File: src/shared/pks_pkg.sv
// panel keypad and status display: shared constants and types
// assumes a single 100 MHz system clock and an AHB-Lite register port
package pks_pkg;
  // clock and timing
  localparam int CLK_KHZ        = 100000;
  localparam int DEBOUNCE_MS    = 10;
  localparam int LONG_PRESS_MS  = 1000;
  localparam int BLINK_MS       = 250;
  localparam int DEBOUNCE_CYC   = DEBOUNCE_MS * CLK_KHZ;
  localparam int LONG_PRESS_CYC = LONG_PRESS_MS * CLK_KHZ;
  localparam int BLINK_CYC      = BLINK_MS * CLK_KHZ;

  // register byte offsets
  localparam logic [7:0] OFS_CTRL     = 8'h00;
  localparam logic [7:0] OFS_SPD_THR  = 8'h04;
  localparam logic [7:0] OFS_POS_THR  = 8'h08;
  localparam logic [7:0] OFS_ROT_THR  = 8'h0c;
  localparam logic [7:0] OFS_STATUS   = 8'h10;
  localparam logic [7:0] OFS_EDIT     = 8'h14;
  localparam logic [7:0] OFS_IRQ_STAT = 8'h18;
  localparam logic [7:0] OFS_IRQ_MASK = 8'h1c;

  // reset values
  localparam logic [15:0] RST_SPD_THR = 16'h000a;
  localparam logic [15:0] RST_POS_THR = 16'h000a;
  localparam logic [15:0] RST_ROT_THR = 16'h0014;
  localparam logic [3:0]  RST_MASK    = 4'h0;

  // field positions
  localparam int CTRL_JOG_EN   = 0;
  localparam int IRQ_MODE_STEP = 0;
  localparam int IRQ_AXIS_TOG  = 1;
  localparam int IRQ_ALM_CLR   = 2;
  localparam int IRQ_SET_KEY   = 3;
  localparam int NUM_DIGITS    = 5;
  localparam int NUM_KEYS      = 5;
  localparam int KEY_FUNC      = 0;
  localparam int KEY_UP        = 1;
  localparam int KEY_DOWN      = 2;
  localparam int KEY_SHIFT     = 3;
  localparam int KEY_SET       = 4;
  // indicator segment positions
  localparam int IND_A_RUN = 0;
  localparam int IND_A_CMP = 1;
  localparam int IND_A_TRQ = 2;
  localparam int IND_A_LIM = 3;
  localparam int IND_B_RUN = 4;
  localparam int IND_B_TRQ = 5;
  localparam int IND_B_ROT = 6;
  localparam int IND_B_LIM = 7;
  localparam int IND_MAINS = 8;
  // torque limit is rated plus ten percent: act*10 > rated*11
  localparam int TRQ_NUM = 11;
  localparam int TRQ_DEN = 10;

  typedef enum logic [1:0] {
    MODE_STATUS = 2'b00,
    MODE_AUX    = 2'b01,
    MODE_PARAM  = 2'b10,
    MODE_MON    = 2'b11
  } pks_mode_t;

  typedef enum logic [2:0] {
    CODE_ALL_OFF = 3'b000,
    CODE_A_ON    = 3'b001,
    CODE_B_ON    = 3'b010,
    CODE_A_OT    = 3'b011,
    CODE_B_OT    = 3'b100,
    CODE_A_ALM   = 3'b101,
    CODE_B_ALM   = 3'b110
  } pks_code_t;

  // drive status of one axis
  typedef struct packed {
    logic        servo_on;
    logic        alarm;
    logic [7:0]  alarm_num;
    logic        fwd_proh;
    logic        rev_proh;
    logic [15:0] torque;
    logic [15:0] rated;
    logic [15:0] spd_err;
  } pks_axis_t;
endpackage : pks_pkg

File: src/core/pks_panel.sv
// front panel keypad, mode/axis/digit control and status display
// assumes drive status inputs synchronous to SYS_CLK, one AHB-Lite master
//
// Contract
// short function press cycles the four modes
// long function press toggles addressed axis
// long press means held over one second
// up increments value, or jogs forward
// down decrements value, or jogs reverse
// shift moves flashing digit one left
// set shows parameter, enters editing state
// status mode set or reset input clears
// run segment lit while servo on
// axis A speed coincide below threshold
// position mode: deviation below done threshold
// torque segment lit above rated plus ten
// axis B rotation detect below threshold
// limit: fwd on, rev off, both flash
// mains segment follows main power present
// code shows all off or servo on
// code shows overtravel of prohibited axis
// alarm code with number has priority
// debounced keys, one event at release
//
// Local design decisions: the AHB-Lite register port and the register offsets.
`timescale 1ns/1ps
module pks_panel #(
  parameter int DEB_CYC   = pks_pkg::DEBOUNCE_CYC,
  parameter int LONG_CYC  = pks_pkg::LONG_PRESS_CYC,
  parameter int BLINK_CYC = pks_pkg::BLINK_CYC
) (
  // clock and reset
  input  wire logic               SYS_CLK,
  input  wire logic               RST,

  // ahb-lite slave
  input  wire logic               HSEL,
  input  wire logic [31:0]        HADDR,
  input  wire logic [1:0]         HTRANS,
  input  wire logic               HWRITE,
  input  wire logic [2:0]         HSIZE,
  input  wire logic [31:0]        HWDATA,
  input  wire logic               HREADY,
  output logic                    HREADYOUT,
  output logic                    HRESP,
  output logic [31:0]             HRDATA,

  // keys, active high while pressed
  input  wire logic [4:0]         KEYS,

  // drive status
  input  wire pks_pkg::pks_axis_t AXIS_A,
  input  wire pks_pkg::pks_axis_t AXIS_B,
  input  wire logic               POS_MODE_A,
  input  wire logic [15:0]        POS_DEV_A,
  input  wire logic               MAINS_READY,
  input  wire logic               ALARM_RESET_IN,

  // operator outputs
  output pks_pkg::pks_mode_t      MODE,
  output logic                    AXIS_B_SEL,
  output logic [2:0]              DIGIT_SEL,
  output logic                    DP_FLASH,
  output logic                    EDIT_ACTIVE,
  output logic [19:0]             EDIT_VALUE,
  output logic                    JOG_FWD,
  output logic                    JOG_REV,
  output logic                    ALARM_CLEAR,

  // display
  output logic [8:0]              INDICATORS,
  output pks_pkg::pks_code_t      STATUS_CODE,
  output logic [7:0]              ALARM_NUM,

  // interrupt
  output logic                    IRQ
);
  typedef struct packed {
    pks_pkg::pks_mode_t mode;
    logic               axis_b;
    logic [2:0]         digit;
    logic               edit_active;
    logic [19:0]        edit_val;

    logic               jog_fwd;
    logic               jog_rev;
    logic               alarm_clear;

    logic [8:0]         ind;
    pks_pkg::pks_code_t code;
    logic [7:0]         alarm_num;

    logic [31:0]        blink_cnt;
    logic               blink;
    logic               alm_in_q;

    logic [15:0]        spd_thr;
    logic [15:0]        pos_thr;
    logic [15:0]        rot_thr;
    logic               jog_en;
    logic [3:0]         irq_stat;
    logic [3:0]         irq_mask;

    logic               wr_pend;
    logic [7:0]         wr_addr;
    logic [31:0]        rdata;
  } pks_panel_st_t;

  pks_panel_st_t s;
  pks_panel_st_t next_s;

  logic [4:0] key_short;
  logic [4:0] key_long;
  logic [4:0] key_level;

  // one debouncer per key
  for (genvar k = 0; k < pks_pkg::NUM_KEYS; k++) begin : g_key
    pks_key #(
      .DEB_CYC  (DEB_CYC),
      .LONG_CYC (LONG_CYC)
    ) u_key (
      .SYS_CLK (SYS_CLK),
      .RST     (RST),
      .KEY_RAW (KEYS[k]),
      .SHORT_P (key_short[k]),
      .LONG_P  (key_long[k]),
      .LEVEL   (key_level[k])
    );
  end

  // step the selected bcd digit up or down with wrap inside the digit
  function automatic logic [19:0] bcd_step(input logic [19:0] v,
                                           input logic [2:0] d,
                                           input logic up);
    logic [19:0] r;
    logic [3:0]  nib;
    r = v;
    for (int i = 0; i < pks_pkg::NUM_DIGITS; i++) begin
      if (d == 3'(i)) begin
        nib = v[4*i +: 4];
        if (up) nib = (nib >= 4'h9) ? 4'h0 : nib + 4'h1;
        else nib = (nib == 4'h0) ? 4'h9 : nib - 4'h1;
        r[4*i +: 4] = nib;
      end
    end
    return r;
  endfunction : bcd_step

  // actual torque beyond rated by ten percent
  function automatic logic trq_over(input pks_pkg::pks_axis_t ax);
    logic [19:0] lhs;
    logic [19:0] rhs;
    lhs = 20'(ax.torque) * 20'(pks_pkg::TRQ_DEN);
    rhs = 20'(ax.rated) * 20'(pks_pkg::TRQ_NUM);
    return lhs > rhs;
  endfunction : trq_over

  // limit segment: forward lit, reverse dark, both flashing
  function automatic logic lim_seg(input pks_pkg::pks_axis_t ax,
                                   input logic blink);
    if (ax.fwd_proh && ax.rev_proh) return blink;
    return ax.fwd_proh;
  endfunction : lim_seg

  logic       acc;
  logic       edit_key;
  logic       jog_ctx;
  logic [3:0] ev;
  logic       set_p;
  logic [31:0] status_word;

  // keys pressed once, regardless of hold length, except function
  assign set_p   = key_short[pks_pkg::KEY_SET] | key_long[pks_pkg::KEY_SET];
  assign jog_ctx = (s.mode == pks_pkg::MODE_AUX) && s.jog_en;
  assign edit_key = s.edit_active && !jog_ctx;
  assign acc = HSEL && HTRANS[1] && HREADY;
  assign status_word = {3'h0, s.alarm_num, s.code, s.ind, s.jog_rev,
                        s.jog_fwd, s.edit_active, s.digit, s.axis_b, s.mode};

  // next state: keys, display, bus and interrupts
  always_comb begin
    next_s = s;
    next_s.alarm_clear = 1'b0;
    ev = '0;

    // flash timebase for limit segments and digit point
    if (s.blink_cnt >= 32'(BLINK_CYC - 1)) begin
      next_s.blink_cnt = '0;
      next_s.blink = !s.blink;
    end else begin
      next_s.blink_cnt = s.blink_cnt + 32'd1;
    end

    // function key
    if (key_short[pks_pkg::KEY_FUNC]) begin
      unique case (s.mode)
        pks_pkg::MODE_STATUS: next_s.mode = pks_pkg::MODE_AUX;
        pks_pkg::MODE_AUX:    next_s.mode = pks_pkg::MODE_PARAM;
        pks_pkg::MODE_PARAM:  next_s.mode = pks_pkg::MODE_MON;
        pks_pkg::MODE_MON:    next_s.mode = pks_pkg::MODE_STATUS;
      endcase
      next_s.edit_active = 1'b0;
      ev[pks_pkg::IRQ_MODE_STEP] = 1'b1;
    end
    if (key_long[pks_pkg::KEY_FUNC]) begin
      next_s.axis_b = !s.axis_b;
      ev[pks_pkg::IRQ_AXIS_TOG] = 1'b1;
    end

    // jog outputs follow the held key, so motion stops on release
    next_s.jog_fwd = jog_ctx && key_level[pks_pkg::KEY_UP];
    next_s.jog_rev = jog_ctx && key_level[pks_pkg::KEY_DOWN]
                     && !key_level[pks_pkg::KEY_UP];

    // value editing on the selected digit
    if (edit_key && (key_short[pks_pkg::KEY_UP] | key_long[pks_pkg::KEY_UP]))
      next_s.edit_val = bcd_step(s.edit_val, s.digit, 1'b1);
    else if (edit_key && (key_short[pks_pkg::KEY_DOWN] | key_long[pks_pkg::KEY_DOWN]))
      next_s.edit_val = bcd_step(s.edit_val, s.digit, 1'b0);
    if (key_short[pks_pkg::KEY_SHIFT] | key_long[pks_pkg::KEY_SHIFT]) begin
      next_s.digit = (s.digit >= 3'(pks_pkg::NUM_DIGITS - 1)) ? 3'h0
                     : s.digit + 3'h1;
    end

    // set key: clear alarm in status mode, else enter/leave editing
    if (set_p) begin
      ev[pks_pkg::IRQ_SET_KEY] = 1'b1;
      if (s.mode == pks_pkg::MODE_STATUS) begin
        next_s.alarm_clear = 1'b1;
      end else begin
        next_s.edit_active = !s.edit_active;
        next_s.digit = 3'h0;
      end
    end

    // external reset input acts on its rising edge only
    next_s.alm_in_q = ALARM_RESET_IN;
    if (ALARM_RESET_IN && !s.alm_in_q) next_s.alarm_clear = 1'b1;
    if (next_s.alarm_clear) ev[pks_pkg::IRQ_ALM_CLR] = 1'b1;

    // indicator segments
    next_s.ind[pks_pkg::IND_A_RUN] = AXIS_A.servo_on;
    next_s.ind[pks_pkg::IND_B_RUN] = AXIS_B.servo_on;
    if (POS_MODE_A)
      next_s.ind[pks_pkg::IND_A_CMP] = POS_DEV_A < s.pos_thr;
    else
      next_s.ind[pks_pkg::IND_A_CMP] = AXIS_A.spd_err < s.spd_thr;
    next_s.ind[pks_pkg::IND_A_TRQ] = trq_over(AXIS_A);
    next_s.ind[pks_pkg::IND_B_TRQ] = trq_over(AXIS_B);
    next_s.ind[pks_pkg::IND_B_ROT] = AXIS_B.spd_err < s.rot_thr;
    next_s.ind[pks_pkg::IND_A_LIM] = lim_seg(AXIS_A, s.blink);
    next_s.ind[pks_pkg::IND_B_LIM] = lim_seg(AXIS_B, s.blink);
    next_s.ind[pks_pkg::IND_MAINS] = MAINS_READY;

    // status code, alarm first, then overtravel, then servo state
    next_s.alarm_num = 8'h00;
    if (AXIS_A.alarm) begin
      next_s.code = pks_pkg::CODE_A_ALM;
      next_s.alarm_num = AXIS_A.alarm_num;
    end else if (AXIS_B.alarm) begin
      next_s.code = pks_pkg::CODE_B_ALM;
      next_s.alarm_num = AXIS_B.alarm_num;
    end else if (AXIS_A.fwd_proh || AXIS_A.rev_proh) begin
      next_s.code = pks_pkg::CODE_A_OT;
    end else if (AXIS_B.fwd_proh || AXIS_B.rev_proh) begin
      next_s.code = pks_pkg::CODE_B_OT;
    end else if (AXIS_A.servo_on) begin
      next_s.code = pks_pkg::CODE_A_ON;
    end else if (AXIS_B.servo_on) begin
      next_s.code = pks_pkg::CODE_B_ON;
    end else begin
      next_s.code = pks_pkg::CODE_ALL_OFF;
    end

    // bus data phase write of the captured address
    next_s.wr_pend = acc && HWRITE;
    if (acc) next_s.wr_addr = HADDR[7:0];
    if (s.wr_pend) begin
      unique case (s.wr_addr)
        pks_pkg::OFS_CTRL:     next_s.jog_en = HWDATA[pks_pkg::CTRL_JOG_EN];
        pks_pkg::OFS_SPD_THR:  next_s.spd_thr = HWDATA[15:0];
        pks_pkg::OFS_POS_THR:  next_s.pos_thr = HWDATA[15:0];
        pks_pkg::OFS_ROT_THR:  next_s.rot_thr = HWDATA[15:0];
        pks_pkg::OFS_EDIT:     next_s.edit_val = HWDATA[19:0];
        pks_pkg::OFS_IRQ_MASK: next_s.irq_mask = HWDATA[3:0];
        default: ;
      endcase
    end

    // read data is fetched in the address phase; interrupt status clears on read
    if (acc && !HWRITE) begin
      unique case (HADDR[7:0])
        pks_pkg::OFS_CTRL:     next_s.rdata = {31'h0, s.jog_en};
        pks_pkg::OFS_SPD_THR:  next_s.rdata = {16'h0, s.spd_thr};
        pks_pkg::OFS_POS_THR:  next_s.rdata = {16'h0, s.pos_thr};
        pks_pkg::OFS_ROT_THR:  next_s.rdata = {16'h0, s.rot_thr};
        pks_pkg::OFS_STATUS:   next_s.rdata = status_word;
        pks_pkg::OFS_EDIT:     next_s.rdata = {12'h0, s.edit_val};
        pks_pkg::OFS_IRQ_STAT: next_s.rdata = {28'h0, s.irq_stat};
        pks_pkg::OFS_IRQ_MASK: next_s.rdata = {28'h0, s.irq_mask};
        default:               next_s.rdata = 32'h0;
      endcase
      if (HADDR[7:0] == pks_pkg::OFS_IRQ_STAT) next_s.irq_stat = 4'h0;
    end

    // a new event in the clearing cycle survives the read
    next_s.irq_stat = next_s.irq_stat | ev;
  end

  // all panel state in one register
  always_ff @(posedge SYS_CLK or posedge RST) begin
    if (RST) begin
      s <= '0;
      s.mode <= pks_pkg::MODE_STATUS;
      s.code <= pks_pkg::CODE_ALL_OFF;
      s.spd_thr <= pks_pkg::RST_SPD_THR;
      s.pos_thr <= pks_pkg::RST_POS_THR;
      s.rot_thr <= pks_pkg::RST_ROT_THR;
      s.irq_mask <= pks_pkg::RST_MASK;
    end else begin
      s <= next_s;
    end
  end

  // bus answers in zero wait states, always okay
  assign HREADYOUT = 1'b1;
  assign HRESP     = 1'b0;
  assign HRDATA    = s.rdata;

  // operator and display outputs
  assign MODE        = s.mode;
  assign AXIS_B_SEL  = s.axis_b;
  assign DIGIT_SEL   = s.digit;
  assign DP_FLASH    = s.edit_active && s.blink;
  assign EDIT_ACTIVE = s.edit_active;
  assign EDIT_VALUE  = s.edit_val;
  assign JOG_FWD     = s.jog_fwd;
  assign JOG_REV     = s.jog_rev;
  assign ALARM_CLEAR = s.alarm_clear;
  assign INDICATORS  = s.ind;
  assign STATUS_CODE = s.code;
  assign ALARM_NUM   = s.alarm_num;
  assign IRQ         = |(s.irq_stat & s.irq_mask);
endmodule : pks_panel

File: src/core/pks_key.sv
// one debounced key with short/long press detection on release
// assumes the raw key level is already synchronous to SYS_CLK
`timescale 1ns/1ps
module pks_key #(
  parameter int DEB_CYC  = pks_pkg::DEBOUNCE_CYC,
  parameter int LONG_CYC = pks_pkg::LONG_PRESS_CYC
) (
  // clock and reset
  input  wire logic SYS_CLK,
  input  wire logic RST,
  // key
  input  wire logic KEY_RAW,
  output logic      SHORT_P,
  output logic      LONG_P,
  output logic      LEVEL
);
  typedef struct packed {
    logic        level;
    logic [31:0] deb_cnt;
    logic [31:0] hold_cnt;
    logic        long_seen;
    logic        short_p;
    logic        long_p;
  } pks_key_st_t;

  pks_key_st_t s;
  pks_key_st_t next_s;

  // debounce, hold timing, one event per press at release
  always_comb begin
    next_s = s;
    next_s.short_p = 1'b0;
    next_s.long_p = 1'b0;
    if (KEY_RAW != s.level) begin
      if (s.deb_cnt >= 32'(DEB_CYC - 1)) begin
        next_s.level = KEY_RAW;
        next_s.deb_cnt = '0;
        if (!KEY_RAW) begin
          next_s.short_p = !s.long_seen;
          next_s.long_p = s.long_seen;
        end
      end else begin
        next_s.deb_cnt = s.deb_cnt + 32'd1;
      end
    end else begin
      next_s.deb_cnt = '0;
    end
    if (!s.level) begin
      next_s.hold_cnt = '0;
      if (KEY_RAW == s.level) next_s.long_seen = 1'b0;
    end else if (s.hold_cnt >= 32'(LONG_CYC - 1)) begin
      next_s.long_seen = 1'b1;
    end else begin
      next_s.hold_cnt = s.hold_cnt + 32'd1;
    end
  end

  always_ff @(posedge SYS_CLK or posedge RST) begin
    if (RST) s <= '0;
    else s <= next_s;
  end

  assign SHORT_P = s.short_p;
  assign LONG_P  = s.long_p;
  assign LEVEL   = s.level;
endmodule : pks_key

File: config.mk
export PLATFORM = sky130hd
export DESIGN_NAME = pks_panel
export DESIGN_NICKNAME = d
export VERILOG_FILES = /design/src/shared/pks_pkg.sv /design/src/core/pks_panel.sv /design/src/core/pks_key.sv
export SDC_FILE = /design/constraint.sdc
export NUM_CORES = 2
export LEC_CHECK = 0
export BUFFER_PORTS_ARGS = -buffer_cell sky130_fd_sc_hd__buf_2
export CORE_MARGIN = 5
export CORE_UTILIZATION = 40
export CTS_BUF_LIST = sky130_fd_sc_hd__clkbuf_4
export DETAILED_ROUTE_END_ITERATION = 10
export REMOVE_ABC_BUFFERS = 1
export SKIP_LAST_GASP = 1
export SLEW_MARGIN = 20
export SYNTH_ARGS = -nofsm -noshare
export SYNTH_HDL_FRONTEND = slang
export SYNTH_SLANG_ARGS = --single-unit
File: constraint.sdc
create_clock -name SYS_CLK -period 15.5 [get_ports SYS_CLK]
set_clock_uncertainty 0.05 [all_clocks]
set_input_delay 1.55 -clock SYS_CLK [delete_from_list [all_inputs] [get_ports SYS_CLK]]
set_output_delay 1.55 -clock SYS_CLK [all_outputs]
set_load 0.02 [all_outputs]
=== After elaboration in Yosys (flattened, before gate mapping) ===
Index checks and enable logic that the tools add are counted.

* Word-level logic and storage cells: 305
* Register bits after elaboration: 522

* Order comparisons: 22
* Multiply operators: 4
* Reduce and logical (&&, ||, !) cells: 59
* Eq/ne operators: 39
* Mux-type cells: 100
* $add $sub $neg: 22
* Bitwise logic cells: 6

{| class="wikitable"
|+ Operators by type and width
! cell !! number
|-
| 32-bit 2-to-1 mux || 16
|-
| 32-bit by 1-bit adder with 32-bit output, second input constant || 11
|-
| 29-bit one-hot mux with 8 select lines || 1
|-
| 33-bit 2-to-1 mux || 5
|-
| 32-bit by 20-bit >= comparator with 1-bit output, second input constant || 5
|-
| 32-bit by 27-bit >= comparator with 1-bit output, second input constant || 5
|-
| 4-bit 2-to-1 mux || 24
|-
| 20-bit 2-to-1 mux || 4
|-
| 8-bit by 5-bit == test with 1-bit output, second input constant || 6
|-
| 16-bit < comparator || 3
|-
| 20-bit greater-than comparator || 2
|-
| 16-bit by 4-bit multiplier with 20-bit output, second input constant || 2
|-
| 16-bit by 3-bit multiplier with 19-bit output, second input constant || 2
|-
| 2-bit 2-to-1 mux || 17
|-
| 8-bit by 4-bit == test with 1-bit output, second input constant || 4
|-
| 32-bit by 25-bit >= comparator with 1-bit output, second input constant || 1
|-
| 2-bit AND reduction || 15
|-
| 1-bit 2-to-1 mux || 25
|-
| 4-bit by 1-bit adder with 4-bit output, second input constant || 5
|-
| 4-bit >= comparator, second input constant || 5
|-
| 4-bit logical NOT || 5
|-
| 2-bit != test, second input constant || 10
|-
| 4-bit by 1-bit subtractor with 4-bit output, second input constant || 5
|-
| 8-bit by 3-bit == test with 1-bit output, second input constant || 2
|-
| other kinds (24) || 72
|}

=== Longest topological paths before layout ===
* Depth in word-level cells: 9
* Gate-level depth with buffers: 19

=== By module ===
Synthesis repeated with hierarchy kept, for this count alone.

* Cell total of the unflattened synthesis: 3345
* Area, all modules: 32038.2 um^2

{| class="wikitable"
|+ By module, submodules not included
! module !! area an instance (um^2) !! sequential area each (um^2) !! times used !! cells an instance
|-
| pks_key || 3263.1 || 1701.6 || 5 || 315
|-
| pks_panel || 15722.6 || 4486.8 || 1 || 1770
|}

=== Least setup slack after synthesis ===
OpenSTA, ideal clock, no wires.

* Kind: input -> register
* Start point: input port AXIS_B[23] (netlist bit)
* End point: register s (netlist bit INDICATORS[5])
* Cell stages on the path: 19
* Arrival: 5.358 ns
* Setup slack: 9.965 ns
* Data required time: 15.323 ns
* Path through: ha_1 > inv_1 > fa_1 > inv_1 > ha_1 > clkbuf_1 > and3_1 > and2_1 > a221o_1 > a2111o_1 > a21oi_1 > xor2_1 > ha_1 > nand4_1 > nor2_1 > nand2_1 > or4_1 > nand2_1 > o21ai_0

{| class="wikitable"
|+ RTL lines
! element !! line !! text
|-
| start, declared || pks_panel.sv:53 || <nowiki>input wire pks_pkg::pks_axis_t AXIS_B,</nowiki>
|-
| end signal, assigned || pks_panel.sv:321 || <nowiki>s <= next_s;</nowiki>
|-
| end, declared || pks_panel.sv:109 || <nowiki>pks_panel_st_t s;</nowiki>
|}

==> impl_metrics.json <==
{
  "status": "completed",
  "p_leak_nw": 16.4,
  "ir_worst_vdd_mv": 0.0574,
  "via_per_inst": 5.18,
  "dp.cells": 4489,
  "cts_hold_buffers": 0,
  "antenna_found_initial": 14,
  "ys_types": 86,
  "cts.repair.resized": 0,
  "grt_max_degree": 114,
  "syn_to_final_growth_pct": 12.7,
  "worstSetupPathType": "in -> reg",
  "drive_gt1_share_pct": 16.1,
  "slew_violations": 0,
  "nets": 4082,
  "synthArstFlopShare_pct": 100,
  "place.gp.congestion": 0.855,
  "max_slew_margin_pct": 28.6,
  "crit_path_max_fanout": 9,
  "instances_no_fill": 4737,
  "required_ps": 16230,
  "portBuffers": 258,
  "grt_pass1_vias": 24100,
  "drcViolationCount": 0,
  "syn_area_um2": 31300,
  "worst_slew_pin_slew_ps": 1070,
  "timing.final.crit_share_pct": 32.6,
  "synthCells": 3273,
  "worstSkewPairLatency_ps": 930,
  "initial_utilization_pct": 40.4,
  "setup_viol": 0,
  "die_w_um": 290,
  "post-route-cell-area_um2": 35200,
  "overflow": 0,
  "grtUsageTotal_pct": 17.9,
  "setup_tns_ps": 0,
  "timing.final.hold_violations": 0,
  "cts_tree": "yes",
  "avgSynthCellArea_um2": 9.55,
  "synth_commonest_cells": "dfrtp_1, nor2_1, inv_1",
  "first_pass_iters": 6,
  "startpoint_type": "input port",
  "pin_count": 304,
  "synth.most_common_cell": "dfrtp_1",
  "grt_first_pass_wirelength_mm": 123,
  "yosysTopAreaCell": "dfrtp_1",
  "ant_nets": 0,
  "finalPower_mw": 3.74,
  "synth_area_leaders": "dfrtp_1, ha_1, nor2_1, inv_1, xor2_1",
  "yosys_most_used_dff": "dfrtp_1",
  "end_kind": "register",
  "hp-class": "reg -> reg",
  "clock-sinks": 519,
  "num_vias": 24500,
  "yosys_register_bits": 519,
  "finalCriticalPeriod_ps": 5050,
  "ys_seq_area_share_pct": 41.6,
  "htreeDepth": 4,
  "cts-root-buf": "clkbuf_4",
  "power_density_nw_per_um2": 106,
  "dpl.hpwl_mm": 55.0,
  "synth_edf_count": 0,
  "post_cts_buffers": 0,
  "yosys_warnings": 0,
  "wl_per_cell_um": 15.9,
  "yosysTopAreaCellShare_pct": 41.1,
  "timing.max_cap.violations": 0,
  "cp.arrival_ps": 5780,
  "dieArea_um2": 83900,
  "fp.coreArea_um2": 77500,
  "wirelength_mm": 75.3,
  "rsz0062_at_grt": "no",
  "cts_buffers": 142,
  "die_h_um": 290,
  "cts.clk_slew.worst_paths_ps": 70,
  "fmax_ghz": 0.198,
  "drtIter0Drc": 1507,
  "num_rows": 102,
  "clockBufferDepth": 3,
  "placed_area_um2": 33300
}
## sequential cells by signal, summed over array words and instances, names as in the netlist, 2 cells and up
name	flops
g_key.u_key.SHORT_P	5
g_key.u_key.LONG_P	5
HRDATA	29
g_key.u_key.LEVEL	5
g_key.u_key.s	325
s	100
EDIT_VALUE	20
DIGIT_SEL	3
INDICATORS	9
STATUS_CODE	3
ALARM_NUM	8
MODE	2
## cell usage in the layout, fill, tap and decap left out, types with 39 or more instances in the layout
cell type,count
a21o_1,41
a21oi_1,147
and2_1,57
and3_1,50
buf_2,258
clkbuf_4,192
conb_1,72
dfrtp_1,513
ha_1,243
inv_1,249
mux2_2,58
nand2_1,208
nand2b_1,49
nand3_1,122
nand4_1,81
nor2_1,313
nor3_1,55
o21ai_0,138
or3_1,39
xnor2_1,96
xor2_1,104
## cell type report
| cell class | count | area, um2 |
|---|---|---|
| repair buffers | 277 | 1440 |
| clock buffers | 192 | 1440 |
| diodes | 7 | 17.5 |
| well taps | 1040 | 1300 |
| inverters | 250 | 946 |
| clock inverters | 49 | 407 |
| multi-input cells | 2403 | 16700 |
| fillers | 7545 | 42200 |
| flip-flops and latches | 519 | 13000 |
## final timing paths
kind,slack [ps],endpoint,depth (start not counted),start
worst max-delay path,10450,INDICATORS[5]$_DFF_PP0_,19,AXIS_B[23]
worst min-delay path,400,g_key[3].u_key.s[35]$_DFF_PP0_,1,g_key[3].u_key.s[35]$_DFF_PP0_
worst max register to register,12570,s[76]$_DFFE_PP0P_,5,s[37]$_DFFE_PP0P_
worst min register to register,400,g_key[3].u_key.s[35]$_DFF_PP0_,1,g_key[3].u_key.s[35]$_DFF_PP0_
max in group asynchronous,11680,s[117]$_DFF_PP0_,5,RST
min in group asynchronous,720,g_key[2].u_key.s[43]$_DFF_PP0_,2,RST
## per-stage QoR
step | utilization, % | hold slack (ps) | setup WS (ps)
finish | 45.5 | 403 | 10450
global route | 45.5 | 406 | 10280
detailed placement | 43.0 | 396 | 9500
CTS | 45.4 | 402 | 10560
floorplan | - | 367 | -588
global placement | 43.0 | 386 | 9480
## power breakdown
group / internal [mW] / switching (mW)
Combinational: 0.366 / 0.547
Sequential: 1.43 / 0.114
Clock: 0.707 / 0.578
Total: 2.50 / 1.24
## kinds of logic after synthesis
logic type / after synthesis / synth area share, %
buffers and inverters: 421 / 6.02
other: 2 / 0.0240
AOI/OAI and AO/OA: 616 / 13.2
and+or+nand+nor: 1161 / 19.1
adders and majority gates: 271 / 11.5
muxes: 83 / 2.97
xor gates and xnor gates: 200 / 5.60
DFF: 519 / 41.6
## per-layer routing
metal	part of all wire (%)	vias to the layer above	wire length, um	GRT usage (%)
met1	46	11700	34800	24.0
met3	6.9	125	5210	4.80
li1	-	12200	-	-
met5	0.060	-	45	0
met2	45	545	33600	28.2
met4	2.3	8	1710	5.98
## worst max-delay path, stage by stage
cell and delay, ps:
buf_2 120, ha_1 270, inv_1 50, fa_1 490
inv_1 40, ha_1 410, and3_1 260, and2_1 170
a221o_1 350, a2111o_1 380, a21oi_1 170, xor2_1 260
ha_1 190, nand4_1 120, nor2_1 160, nand2_1 80
or4_1 530, nand2_1 80, o21ai_0 110
(Power assumes the default switching activity.)
